<file path="src/hpsc_pkg.sv">
// constants for the hot-plug slot control and status register bank
package hpsc_pkg;

   // ********************************
   // register bus
   // ********************************
   localparam int ADDR_W = 8;
   localparam int DATA_W = 32;
   localparam logic [7:0] SLOT_CTRL_STAT_ADDR = 8'hd8;
   localparam logic [7:0] DEV_CAP_TWO_ADDR = 8'he4;

   // ********************************
   // slot control field positions (low half)
   // ********************************
   localparam int CTL_ABP_EN = 0;
   localparam int CTL_PFD_EN = 1;
   localparam int CTL_PDC_EN = 3;
   localparam int CTL_CCI_EN = 4;
   localparam int CTL_HPI_EN = 5;
   localparam int CTL_ATTN_LO = 6;
   localparam int CTL_PWR_IND_LO = 8;
   localparam int CTL_PWR_CTL = 10;
   localparam int CTL_DLLSC_EN = 12;
   localparam int IND_W = 2;

   // ********************************
   // slot status field positions (high half of the word)
   // ********************************
   localparam int STS_ABP = 16;
   localparam int STS_PFD = 17;
   localparam int STS_LATCH_CHG = 18;
   localparam int STS_PDC = 19;
   localparam int STS_CC = 20;
   localparam int STS_LATCH_STATE = 21;
   localparam int STS_PRESENCE = 22;
   localparam int STS_DLLSC = 24;

   // ********************************
   // reset values and encodings
   // ********************************
   localparam logic [1:0] IND_RESERVED = 2'h0;
   localparam logic [1:0] IND_ON = 2'h1;
   localparam logic [1:0] IND_BLINK = 2'h2;
   localparam logic [1:0] IND_OFF = 2'h3;
   localparam logic [1:0] IND_RESET = IND_OFF;
   localparam logic PWR_CTL_ON = 1'b0;
   localparam logic PWR_CTL_RESET = PWR_CTL_ON;
   localparam logic PRESENCE_RESET = 1'b1;
   localparam logic PRESENCE_NO_SLOT = 1'b1;

   // ********************************
   // device capabilities two
   // ********************************
   localparam int CAP_LTR = 11;
   localparam int CAP_OBFF_LO = 18;
   localparam logic [1:0] CAP_OBFF_VAL = 2'h1;

   // ********************************
   // pin synchroniser and link state
   // ********************************
   localparam int SYNC_STAGES = 2;
   localparam logic [1:0] START_CNT_DONE = 2'h3;
   localparam int PIN_ABP = 0;
   localparam int PIN_PFD = 1;
   localparam int PIN_LATCH = 2;
   localparam int PIN_STRAP = 3;
   localparam int PIN_SLOT_IMPL = 4;
   localparam int PIN_N = 5;

   typedef enum logic [1:0] {
      HPSC_DL_INACTIVE,
      HPSC_DL_FEATURE,
      HPSC_DL_ACTIVE
   } hpsc_dl_state_t;

endpackage

</file>
<file path="src/hpsc_pin_sync.sv">
// two-stage pin synchroniser with change detection per bit
`timescale 1ns/1ns
`default_nettype none
module hpsc_pin_sync #(
   parameter int WIDTH = 1
) (
   input wire logic i_core_clk,             // core clock
   input wire logic i_rstn,                 // async reset, active low
   input wire logic [WIDTH-1:0] i_pin,      // raw pin levels
   output logic [WIDTH-1:0] o_level,        // synchronised level
   output logic [WIDTH-1:0] o_rise,         // one-cycle rise pulse
   output logic [WIDTH-1:0] o_change        // one-cycle change pulse
);

   // ********************************
   // per-bit stages
   // ********************************
   genvar g;
   generate
      for (g = 0; g < WIDTH; g++)
      begin : g_bit
         logic meta_q;
         logic sync_q;
         logic last_q;
         always_ff @(posedge i_core_clk or negedge i_rstn)
         begin
            if (!i_rstn)
            begin
               meta_q <= 1'b0;
               sync_q <= 1'b0;
               last_q <= 1'b0;
            end
            else
            begin
               meta_q <= i_pin[g];
               sync_q <= meta_q;
               last_q <= sync_q;
            end
         end
         assign o_level[g] = sync_q;
         assign o_rise[g] = sync_q & ~last_q;
         assign o_change[g] = sync_q ^ last_q;
      end
   endgenerate

endmodule
`default_nettype wire

</file>
<file path="src/hpsc_slot_regs.sv">
// hot-plug slot control, slot status and device capabilities two registers
`timescale 1ns/1ns
`default_nettype none
//
// Function
// - button event notifies only with enable bit0
// - power fault notifies only with bit1
// - presence change notifies only with bit3
// - command completion interrupts only with bit4
// - bit5 gates all hot-plug interrupts
// - attention indicator field, reset off, write sends
// - power indicator field, reset off, write sends
// - bit10 slot power: 0 on, 1 off
// - bit12 enables link-active change notification
// - button pressed sticky, write-one clears
// - power fault sticky, write-one clears
// - latch change flag, read-only
// - presence changed sticky, write-one clears
// - command completed sticky, write-one clears
// - latch state mirrors sensor, 1 open
// - presence state: 1 card present
// - no slot: presence reads one
// - presence reset value is inverted strap
// - link-active change sticky, write-one clears
// - capability bits 11 and 18 read one, rest zero
// - capability bits 19:18 read 01b
// - link active only in active state
module hpsc_slot_regs (
   input wire logic i_core_clk,                              // core clock, 100 MHz
   input wire logic i_rstn,                                  // async reset, active low
   input wire logic [hpsc_pkg::ADDR_W-1:0] i_addr,           // register byte address
   input wire logic [hpsc_pkg::DATA_W-1:0] i_wdata,          // write data
   input wire logic i_wr,                                    // write strobe
   input wire logic i_rd,                                    // read strobe
   output logic [hpsc_pkg::DATA_W-1:0] o_rdata,              // read data, cycle after read
   input wire logic i_attn_button,                           // attention button pin, high pressed
   input wire logic i_power_fault,                           // power fault pin, high fault
   input wire logic i_retention_latch,                       // latch sensor pin, high open
   input wire logic i_card_presence_strap,                   // presence strap pin, low present
   input wire logic i_slot_implemented,                      // slot implemented strap
   input wire logic i_cmd_done,                              // command finished pulse, core clock
   input wire logic [1:0] i_dl_state,                        // data link control state, core clock
   output logic [hpsc_pkg::IND_W-1:0] o_attn_ind,            // attention indicator setting
   output logic [hpsc_pkg::IND_W-1:0] o_pwr_ind,             // power indicator setting
   output logic o_attn_msg_req,                              // send attention indicator message
   output logic o_pwr_msg_req,                               // send power indicator message
   output logic o_slot_power_off,                            // slot power off request
   output logic o_hp_irq                                     // hot-plug interrupt request
);

   // ********************************
   // pin synchronisers
   // ********************************
   logic [hpsc_pkg::PIN_N-1:0] pins;
   logic [hpsc_pkg::PIN_N-1:0] pin_level;
   logic [hpsc_pkg::PIN_N-1:0] pin_rise;
   logic [hpsc_pkg::PIN_N-1:0] pin_change;

   assign pins[hpsc_pkg::PIN_ABP] = i_attn_button;
   assign pins[hpsc_pkg::PIN_PFD] = i_power_fault;
   assign pins[hpsc_pkg::PIN_LATCH] = i_retention_latch;
   assign pins[hpsc_pkg::PIN_STRAP] = i_card_presence_strap;
   assign pins[hpsc_pkg::PIN_SLOT_IMPL] = i_slot_implemented;

   hpsc_pin_sync #(
      .WIDTH(hpsc_pkg::PIN_N)
   ) u_pin_sync (
      .i_core_clk(i_core_clk),
      .i_rstn(i_rstn),
      .i_pin(pins),
      .o_level(pin_level),
      .o_rise(pin_rise),
      .o_change(pin_change)
   );

   // ********************************
   // start-up window
   // ********************************
   // pin events are ignored until the synchronisers hold real pin levels
   logic [1:0] start_cnt_q;
   logic started;
   logic primed_q; // one cycle after started: strap load is not a change

   assign started = (start_cnt_q == hpsc_pkg::START_CNT_DONE);

   always_ff @(posedge i_core_clk or negedge i_rstn)
   begin
      if (!i_rstn)
      begin
         start_cnt_q <= 2'h0;
         primed_q <= 1'b0;
      end
      else
      begin
         primed_q <= started;
         if (!started)
         begin
            start_cnt_q <= start_cnt_q + 2'h1;
         end
      end
   end

   // ********************************
   // bus decode
   // ********************************
   logic sel_slot;
   logic sel_cap;
   logic wr_slot;

   assign sel_slot = (i_addr == hpsc_pkg::SLOT_CTRL_STAT_ADDR);
   assign sel_cap = (i_addr == hpsc_pkg::DEV_CAP_TWO_ADDR);
   assign wr_slot = i_wr & sel_slot;

   // ********************************
   // slot control
   // ********************************
   logic abp_en_q;
   logic pfd_en_q;
   logic pdc_en_q;
   logic cci_en_q;
   logic hpi_en_q;
   logic dllsc_en_q;
   logic pwr_ctl_q;
   logic [hpsc_pkg::IND_W-1:0] attn_ind_q;
   logic [hpsc_pkg::IND_W-1:0] pwr_ind_q;

   always_ff @(posedge i_core_clk or negedge i_rstn)
   begin
      if (!i_rstn)
      begin
         abp_en_q <= 1'b0;
         pfd_en_q <= 1'b0;
         pdc_en_q <= 1'b0;
         cci_en_q <= 1'b0;
         hpi_en_q <= 1'b0;
         dllsc_en_q <= 1'b0;
      end
      else if (wr_slot)
      begin
         abp_en_q <= i_wdata[hpsc_pkg::CTL_ABP_EN];
         pfd_en_q <= i_wdata[hpsc_pkg::CTL_PFD_EN];
         pdc_en_q <= i_wdata[hpsc_pkg::CTL_PDC_EN];
         cci_en_q <= i_wdata[hpsc_pkg::CTL_CCI_EN];
         hpi_en_q <= i_wdata[hpsc_pkg::CTL_HPI_EN];
         dllsc_en_q <= i_wdata[hpsc_pkg::CTL_DLLSC_EN];
      end
   end

   // indicators keep a written reserved code as is
   always_ff @(posedge i_core_clk or negedge i_rstn)
   begin
      if (!i_rstn)
      begin
         attn_ind_q <= hpsc_pkg::IND_RESET;
         pwr_ind_q <= hpsc_pkg::IND_RESET;
      end
      else if (wr_slot)
      begin
         attn_ind_q <= i_wdata[hpsc_pkg::CTL_ATTN_LO +: hpsc_pkg::IND_W];
         pwr_ind_q <= i_wdata[hpsc_pkg::CTL_PWR_IND_LO +: hpsc_pkg::IND_W];
      end
   end

   always_ff @(posedge i_core_clk or negedge i_rstn)
   begin
      if (!i_rstn)
      begin
         pwr_ctl_q <= hpsc_pkg::PWR_CTL_RESET;
      end
      else if (wr_slot)
      begin
         pwr_ctl_q <= i_wdata[hpsc_pkg::CTL_PWR_CTL];
      end
   end

   // ********************************
   // indicator message requests
   // ********************************
   // every write to the word carries both fields, so both messages go out
   logic attn_msg_q;
   logic pwr_msg_q;

   always_ff @(posedge i_core_clk or negedge i_rstn)
   begin
      if (!i_rstn)
      begin
         attn_msg_q <= 1'b0;
         pwr_msg_q <= 1'b0;
      end
      else
      begin
         attn_msg_q <= wr_slot;
         pwr_msg_q <= wr_slot;
      end
   end

   // ********************************
   // link active tracking
   // ********************************
   logic link_active;
   logic link_active_q;
   logic link_chg;

   assign link_active = (i_dl_state == 2'(hpsc_pkg::HPSC_DL_ACTIVE));

   always_ff @(posedge i_core_clk or negedge i_rstn)
   begin
      if (!i_rstn)
      begin
         link_active_q <= 1'b0;
      end
      else
      begin
         link_active_q <= link_active;
      end
   end

   assign link_chg = link_active ^ link_active_q;

   // ********************************
   // presence and latch state
   // ********************************
   logic presence_q;
   logic presence_d;
   logic presence_chg;
   logic latch_state_q;
   logic slot_impl;

   assign slot_impl = pin_level[hpsc_pkg::PIN_SLOT_IMPL];

   always_comb
   begin
      if (!slot_impl)
      begin
         presence_d = hpsc_pkg::PRESENCE_NO_SLOT;
      end
      else
      begin
         presence_d = ~pin_level[hpsc_pkg::PIN_STRAP];
      end
   end

   // strap level is taken once the synchroniser has settled after release
   always_ff @(posedge i_core_clk or negedge i_rstn)
   begin
      if (!i_rstn)
      begin
         presence_q <= hpsc_pkg::PRESENCE_RESET;
      end
      else if (started)
      begin
         presence_q <= presence_d;
      end
   end

   // first load after reset only brings the state in line with the strap
   assign presence_chg = primed_q & slot_impl & (presence_q != presence_d);

   always_ff @(posedge i_core_clk or negedge i_rstn)
   begin
      if (!i_rstn)
      begin
         latch_state_q <= 1'b0;
      end
      else
      begin
         latch_state_q <= pin_level[hpsc_pkg::PIN_LATCH];
      end
   end

   // ********************************
   // sticky event flags
   // ********************************
   // a set in the clearing cycle wins over the write-one clear
   logic abp_q;
   logic pfd_q;
   logic latch_chg_q;
   logic pdc_q;
   logic cc_q;
   logic dllsc_q;
   logic clr_abp;
   logic clr_pfd;
   logic clr_pdc;
   logic clr_cc;
   logic clr_dllsc;

   assign clr_abp = wr_slot & i_wdata[hpsc_pkg::STS_ABP];
   assign clr_pfd = wr_slot & i_wdata[hpsc_pkg::STS_PFD];
   assign clr_pdc = wr_slot & i_wdata[hpsc_pkg::STS_PDC];
   assign clr_cc = wr_slot & i_wdata[hpsc_pkg::STS_CC];
   assign clr_dllsc = wr_slot & i_wdata[hpsc_pkg::STS_DLLSC];

   always_ff @(posedge i_core_clk or negedge i_rstn)
   begin
      if (!i_rstn)
      begin
         abp_q <= 1'b0;
         pfd_q <= 1'b0;
      end
      else
      begin
         abp_q <= (started & pin_rise[hpsc_pkg::PIN_ABP]) | (abp_q & ~clr_abp);
         pfd_q <= (started & pin_rise[hpsc_pkg::PIN_PFD]) | (pfd_q & ~clr_pfd);
      end
   end

   always_ff @(posedge i_core_clk or negedge i_rstn)
   begin
      if (!i_rstn)
      begin
         pdc_q <= 1'b0;
         cc_q <= 1'b0;
         dllsc_q <= 1'b0;
      end
      else
      begin
         pdc_q <= presence_chg | (pdc_q & ~clr_pdc);
         cc_q <= i_cmd_done | (cc_q & ~clr_cc);
         dllsc_q <= link_chg | (dllsc_q & ~clr_dllsc);
      end
   end

   // read-only to software: only reset clears it
   always_ff @(posedge i_core_clk or negedge i_rstn)
   begin
      if (!i_rstn)
      begin
         latch_chg_q <= 1'b0;
      end
      else if (started & pin_change[hpsc_pkg::PIN_LATCH])
      begin
         latch_chg_q <= 1'b1;
      end
   end

   // ********************************
   // interrupt request
   // ********************************
   logic irq_d;
   logic irq_q;

   always_comb
   begin
      irq_d = hpi_en_q &
              ((abp_q & abp_en_q) |
               (pfd_q & pfd_en_q) |
               (pdc_q & pdc_en_q) |
               (cc_q & cci_en_q) |
               (dllsc_q & dllsc_en_q));
   end

   always_ff @(posedge i_core_clk or negedge i_rstn)
   begin
      if (!i_rstn)
      begin
         irq_q <= 1'b0;
      end
      else
      begin
         irq_q <= irq_d;
      end
   end

   // ********************************
   // read path
   // ********************************
   logic [hpsc_pkg::DATA_W-1:0] slot_word;
   logic [hpsc_pkg::DATA_W-1:0] cap_word;
   logic [hpsc_pkg::DATA_W-1:0] rdata_d;
   logic [hpsc_pkg::DATA_W-1:0] rdata_q;

   always_comb
   begin
      slot_word = '0;
      slot_word[hpsc_pkg::CTL_ABP_EN] = abp_en_q;
      slot_word[hpsc_pkg::CTL_PFD_EN] = pfd_en_q;
      slot_word[hpsc_pkg::CTL_PDC_EN] = pdc_en_q;
      slot_word[hpsc_pkg::CTL_CCI_EN] = cci_en_q;
      slot_word[hpsc_pkg::CTL_HPI_EN] = hpi_en_q;
      slot_word[hpsc_pkg::CTL_ATTN_LO +: hpsc_pkg::IND_W] = attn_ind_q;
      slot_word[hpsc_pkg::CTL_PWR_IND_LO +: hpsc_pkg::IND_W] = pwr_ind_q;
      slot_word[hpsc_pkg::CTL_PWR_CTL] = pwr_ctl_q;
      slot_word[hpsc_pkg::CTL_DLLSC_EN] = dllsc_en_q;
      slot_word[hpsc_pkg::STS_ABP] = abp_q;
      slot_word[hpsc_pkg::STS_PFD] = pfd_q;
      slot_word[hpsc_pkg::STS_LATCH_CHG] = latch_chg_q;
      slot_word[hpsc_pkg::STS_PDC] = pdc_q;
      slot_word[hpsc_pkg::STS_CC] = cc_q;
      slot_word[hpsc_pkg::STS_LATCH_STATE] = latch_state_q;
      slot_word[hpsc_pkg::STS_PRESENCE] = presence_q;
      slot_word[hpsc_pkg::STS_DLLSC] = dllsc_q;
   end

   always_comb
   begin
      cap_word = '0;
      cap_word[hpsc_pkg::CAP_LTR] = 1'b1;
      cap_word[hpsc_pkg::CAP_OBFF_LO +: 2] = hpsc_pkg::CAP_OBFF_VAL;
   end

   always_comb
   begin
      rdata_d = '0;
      if (sel_slot)
      begin
         rdata_d = slot_word;
      end
      else if (sel_cap)
      begin
         rdata_d = cap_word;
      end
   end

   // data stand only in the cycle after the read strobe
   always_ff @(posedge i_core_clk or negedge i_rstn)
   begin
      if (!i_rstn)
      begin
         rdata_q <= '0;
      end
      else if (i_rd)
      begin
         rdata_q <= rdata_d;
      end
      else
      begin
         rdata_q <= '0;
      end
   end

   // ********************************
   // outputs
   // ********************************
   assign o_rdata = rdata_q;
   assign o_attn_ind = attn_ind_q;
   assign o_pwr_ind = pwr_ind_q;
   assign o_attn_msg_req = attn_msg_q;
   assign o_pwr_msg_req = pwr_msg_q;
   assign o_slot_power_off = pwr_ctl_q;
   assign o_hp_irq = irq_q;

endmodule
`default_nettype wire

</file>
<file path="config.mk">
export PLATFORM = sky130hd
export DESIGN_NAME = hpsc_slot_regs
export DESIGN_NICKNAME = d
export VERILOG_FILES = /design/src/hpsc_pkg.sv /design/src/hpsc_pin_sync.sv /design/src/hpsc_slot_regs.sv
export SDC_FILE = /design/constraint.sdc
export NUM_CORES = 1
export LEC_CHECK = 0
export ABC_AREA = 1
export BUFFER_PORTS_ARGS = -buffer_cell sky130_fd_sc_hd__buf_2
export CAP_MARGIN = 25
export CORE_AREA = 4 4 80 82
export CTS_BUF_LIST = sky130_fd_sc_hd__clkbuf_4
export DETAILED_ROUTE_END_ITERATION = 7
export DIE_AREA = 0 0 84 86
export PLACE_DENSITY = 0.66
export SLEW_MARGIN = 40
export SYNTH_ARGS = -nofsm -noshare
export SYNTH_HDL_FRONTEND = slang
export SYNTH_SLANG_ARGS = --single-unit
</file>
<file path="constraint.sdc">
create_clock -name i_core_clk -period 1.6 [get_ports i_core_clk]
set_input_delay 0.08 -clock i_core_clk [delete_from_list [all_inputs] [get_ports i_core_clk]]
set_output_delay 0.08 -clock i_core_clk [all_outputs]
set_load 0.05 [all_outputs]
</file>
==> qor.yml, run 1 <==
grt_pass1_wl_um: 6590
synthSimpleGateAreaFrac_pct: 19.9
synth_edf_count: 0
area_delta_synth_final_pct: 32.2
drtAntennaViolNets: 0
rsz0062_at_grt: "no"
required_ns: 1.92
crit_path_start_kind: "input port"
clk-insertion-delay-late_ns: 0.37
dr_total_vias: 1540
rows: 28
drt_iter0_drc: 84
path_class: "input port to flip-flop"
wl_per_cell_um: 10.5
drive_gt1_share_pct: 32.8
place.gp.congestion: 0.787
ios: 92
synth_area_mm2: 0.00219
drcViolationCount: 0
die_width_um: 84
setup_viol: 0
post_cts_resized: 0
ys_seq_area_share_pct: 65.4
syn_area_per_cell_um2: 10.5
powerDensity_mw_per_mm2: 942
fmax_mhz: 770
slew_viol_final: 0
fin_cells: 380
grtUsageTotal_pct: 12.0
finalHoldViolations: 0
cts_buffers: 9
synth_cell_types: 28
antennaDiodeCount: 0
cp_slowest_cell: "dlygate4sd3_1"
min_period_ns: 1.30
dpl.cell_count: 341
r2r_cells: 2
cts_root_buffer: "clkbuf_4"
synthMuxAreaShare_pct: 0.514
p_leak_uw: 0.00159
skew_ns: 0.00571
synth_compound_area_share_pct: 1.83
cts_hold_buf: 24
cts.sinks: 57
dp_hpwl_um: 2730
nets: 354
clk_path_buf_depth: 2
fin_tns_setup_ns: 0
synth.ff_latch_count: 57
grt_max_degree: 58
finalPower_uw: 2730
synth_top_family_by_area: "simple AND/OR/NAND/NOR gates"
cts_setup_buffers: 0
path_max_fanout: 2
cts_tree: "built"
ir_worst_vdd_uv: 414
drv_cap: 0
whs_path_depth: 4
grt.overflow.total: 0
placed_area_mm2: 0.00253
io_buffers: 63
grt_pass1_vias: 1446
antenna_found_initial: 0
synth_flop_cell: "dfrtp_1"
postLayoutCoreUtil_pct: 50.4
synth_cells: 208
die-area_mm2: 0.00722
critPathCaptureType: "flip-flop"
critPathMaxStageDelay_ns: 0.56
placeableCoreArea_mm2: 0.00575
ys_warn_count: 0
htree_levels: 3
synthXorXnorAreaFrac_pct: 0.800
worst_path_most_repeated_cell: "dlygate4sd3_1"
via_per_inst: 4.05
async_flop_share_pct: 100
status: "completed"
die_height_um: 86
start_util_pct: 38.1
crit_arrival_ns: 1.62
synth_fa_ha_area_share_pct: 0.571
stdcell_area_mm2: 0.00290
hp-class: "input port to flip-flop"
first_pass_iters: 5
clkTransAtPathRegs_ns: 0.09
wirelength_um: 3990
min_period_over_period_pct: 81.2
path_cells: "dlygate4sd3_1 -> buf_2 -> or2_2 -> dlygate4sd3_1 -> inv_1"
==> cell usage after synthesis (3+ instances only) <==
library cell	n	area, um2
dfstp_2	5	131
nor2_1	15	56.3
nand2_1	54	203
dfrtp_1	52	1300
buf_4	13	97.6
o21ai_0	3	15.0
nor2_2	10	62.6
inv_1	27	101
nand4_1	6	37.5
==> kinds of logic (layout without fill, tap and decap cells) <==
group	after synthesis	in the layout
simple gates	93	93
flops	57	57
buf+inv	46	132
compound gates	7	7
xor+xnor	2	2
fa+ha+maj	1	1
other cells	1	12
mux	1	1
==> placed cells by master, fill, tap and decap left out, types with 3 or more instances in the layout <==
cell type and n:
buf_2 63, nand2_1 54, dfrtp_1 52, inv_1 27, dlygate4sd3_1 24, nor2_1 15, conb_1 12, nor2_2 10
clkbuf_4 10, nand4_1 6, dfstp_2 5, o21ai_0 3
==> flip-flops by register name (all words and copies together), names as in the netlist, 2 cells and up <==
name / count
start_cnt_q: 2
o_rdata: 20
o_pwr_ind: 2
o_attn_ind: 2
u_pin_sync.g_bit.meta_q: 5
u_pin_sync.g_bit.sync_q: 5
u_pin_sync.g_bit.last_q: 3
==> metrics by stage <==
step	hold WS (ns)	worst slack (ns)
finish	0.0247	0.301
global route	0.0236	0.247
CTS	0.00287	0.294
detailed placement	0.104	0.303
global placement	0.0964	0.294
floorplan	-0.216	0.404
==> worst max-delay path: cells and delay by family <==
family | cells | cell delay [ns]
buffers and inverters | 4 | 1.24
AND/OR/NAND/NOR | 1 | 0.30
==> cell type report <==
class                           count  area [um2]
Clock buffer                       10        75.1
Clock inverter                      5        47.5
Fill cell                         532        2850
Inverter                           29         109
Multi-Input combinational cell    116         562
Sequential cell                    57        1430
Tap cell                           75        93.8
Timing Repair Buffer               88         576
==> path summary, 6_finish.rpt <==
check                                                start                    endpoint  slack, ns
worst max register to register              start_cnt_q[0]              start_cnt_q[1]       0.42
max in group asynchronous                           i_rstn                  presence_q       1.08
min in group asynchronous                           i_rstn                 o_rdata[10]       0.21
worst min register to register  u_pin_sync.g_bit[4].meta_q  u_pin_sync.g_bit[4].sync_q       0.35
worst max-delay path                         i_dl_state[0]               link_active_q       0.30
worst min-delay path                           i_wdata[24]                     dllsc_q       0.02
==> report_power, final <==
group	internal (uW)	switching [uW]
clock	471	486
sequential	1480	16.1
combinational	99.3	177
==> routing by layer <==
metal | vias to the layer above | routed length, um | GRT usage (%)
li1 | 797 | - | -
met1 | 683 | 1580 | 13.4
met2 | 48 | 2020 | 19.6
met3 | 12 | 276 | 4.32
met4 | 0 | 118 | 7.46
met5 | - | 0 | 0
(Power assumes the default switching activity.)
==> inputs of run 2 (changes only) <==
ABC_AREA = 0   (was 1)
CORE_AREA = 4 4 77 79   (was 4 4 80 82)
DIE_AREA = 0 0 81 83   (was 0 0 84 86)
PLACE_DENSITY = 0.71   (was 0.66)
clock period = 1.1 ns   (was 1.6 ns; I/O delays follow)
==> run 2 against run 1 <==
Against the previous run: the run now ends with negative setup slack left; sequential share of layout area is 0.84 points lower; worst setup slack worse by 0.34 ns; sequential power is 46% higher; critical path type is now flip-flop to primary output; clock skew is 0.0070 ns higher; count of clock-buffer cells in the layout is 1 higher; area after synthesis is 5.9% lower; cell count is 16% lower; routed wire length is 2.1% lower; largest cell class unchanged; cell area is 1.7% higher; power is 46% higher.
==> qor.yml, run 2 <==
cts_tree: "built"
netlist_top_cells_area: "dfrtp_1 (63%), dfstp_2 (6.4%), and2_1 (5.5%)"
synth_cell_types: 34
dr_total_vias: 1348
crit_path_start_kind: "flip-flop"
ff_latch_area_mm2: 0.00143
crit_arrival_ns: 1.08
critPathMaxStageDelay_ns: 0.56
yosysMostFrequentCell: "dfrtp_1"
grt_max_degree: 58
place.gp.congestion: 0.752
reg2reg_from: "pfd_q"
yosysTopAreaCellShare_pct: 63.1
antennaDiodeCount: 0
area_delta_synth_final_pct: 42.9
synth_area_mm2: 0.00206
die_width_um: 81
cts.sinks: 57
whs_ns: 0.115
violations: "negative setup slack"
skew_ns: 0.0127
async_flop_share_pct: 100
drt_iter0_drc: 32
stdcell_area_mm2: 0.00295
required_ns: 1.04
grt_pass1_vias: 1389
min_period_ns: 1.14
yosys-top-cells-count: "dfrtp_1 (52), and2_1 (18), buf_4 (13)"
cp_top_family: "flip-flops"
synth.ff_latch_count: 57
cp_slowest_cell: "dfstp_2"
cts_buffers: 9
powerDensity_mw_per_mm2: 1350
die_height_um: 83
cts_root_buffer: "clkbuf_4"
htree_levels: 3
finalHoldViolations: 0
crit_buf_inv: 1
status: "finished, violations left"
grt_pass1_wl_um: 6250
min-delay-start: "i_addr[2]"
first_pass_iters: 4
finalPower_uw: 3980
final_common_cell: "buf_2"
wl_per_cell_um: 12.2
ir_worst_vdd_uv: 1360
syn_area_per_cell_um2: 14.7
synth_edf_count: 0
multi_input_area_um2: 556
antenna_found_initial: 0
path_cells: "buf_8"
critPathCaptureType: "primary output"
dp_hpwl_um: 2560
p_leak_uw: 0.00150
rsz0062_at_grt: "yes"
synth_cells: 140
fmax_mhz: 879
fin_tns_setup_ns: -0.120
placed_area_mm2: 0.00246
ios: 92
setup_viol: 4
place_ws_ns: -0.196
placeableCoreArea_mm2: 0.00534
ys_warn_count: 0
nets: 297
largest_reg_flops: 20
path_max_fanout: 3
ys_seq_area_share_pct: 69.5
io_buffers: 63
hp-class: "input port to flip-flop"
drive_gt1_share_pct: 39.4
synth_largest_area_cell: "dfrtp_1"
min_period_over_period_pct: 103
via_per_inst: 4.20
drtAntennaViolNets: 0
worst_slack_ns: -0.0375
clk-insertion-delay-late_ns: 0.39
start_util_pct: 38.6
synth_flop_cell: "dfrtp_1"
slew_viol_final: 0
crit_start: "o_pwr_ind[0]"
die-area_mm2: 0.00672
clkTransAtPathRegs_ns: 0.08
layout_common_cells: "buf_2 (56), dfrtp_1 (52), dlygate4sd3_1 (29), and2_1 (18), clkbuf_4 (13)"
drcViolationCount: 0
wirelength_um: 3910
rows: 27
fillers: 486
grt.overflow.total: 0
drv_cap: 0
path_class: "flip-flop to primary output"
clk_path_buf_depth: 2
grtUsageTotal_pct: 12.8
run 2: final timing paths:
kind	endpoint	slack [ns]	cells past startpoint
setup / recovery	o_pwr_ind[0]	-0.04	1
max in group asynchronous	o_pwr_ind[1]	0.61	3
hold / removal	o_rdata[11]	0.11	3
min in group asynchronous	pdc_en_q	0.18	3
hold reg to reg	u_pin_sync.g_bit[1].sync_q	0.35	0
setup reg to reg	o_hp_irq	0.07	2
run 2: power breakdown:
group	leakage, uW	total, uW	internal, uW	switching, uW
clock	0.0000734	1390	720	673
combinational	0.000724	407	181	226
sequential	0.000699	2180	2150	27.2
run 2: what timing repair did:
item / CTS / global route
gates resized for setup: 12 / 4
endpoints found under the setup margin: 4 / 7
buffers inserted: 2 / 0
hold buffers: 29 / 0
hold endpoints to repair: 81 / 0
run 2: per-layer routing:
metal | track usage [%] | part of all wire [%] | vias up
met5 | 0 | 0 | -
met4 | 4.92 | 2.9 | 0
met3 | 7.70 | 8.6 | 9
met2 | 21.0 | 49 | 55
met1 | 13.2 | 39 | 628
li1 | - | - | 656
run 2: metrics by stage:
| step | utilization [%] | std cells |
|---|---|---|
| after floorplan | - | 151 |
| final | 55.2 | 321 |
| after global placement | 46.2 | 274 |
| after global routing | 55.2 | 321 |
| after CTS | 55.0 | 321 |
| after detailed placement | 46.2 | 274 |
run 2: cell type report:
| cell class | instances | area share (%) |
|---|---|---|
| tap | 72 | 3.06 |
| clock buffer | 11 | 2.80 |
| clock inverter | 5 | 1.57 |
| timing repair buffer | 99 | 24.8 |
| multi-input combinational | 75 | 18.9 |
| sequential | 57 | 48.6 |
| inverter | 2 | 0.255 |
run 2: cell families (layout without fill, tap and decap cells):
| group | after synthesis | after routing | share of synthesized area, % |
|---|---|---|---|
| multiplexers | 12 | 12 | 6.56 |
| AND/OR/NAND/NOR | 34 | 34 | 10.9 |
| flip-flops | 57 | 57 | 69.5 |
| adder cells (fa/ha/maj) | 1 | 1 | 0.607 |
| buffers and inverters | 19 | 117 | 6.01 |
| AO/OA/AOI/OAI | 12 | 12 | 4.55 |
| other | 1 | 12 | 0.182 |
| XOR/XNOR | 4 | 4 | 1.70 |
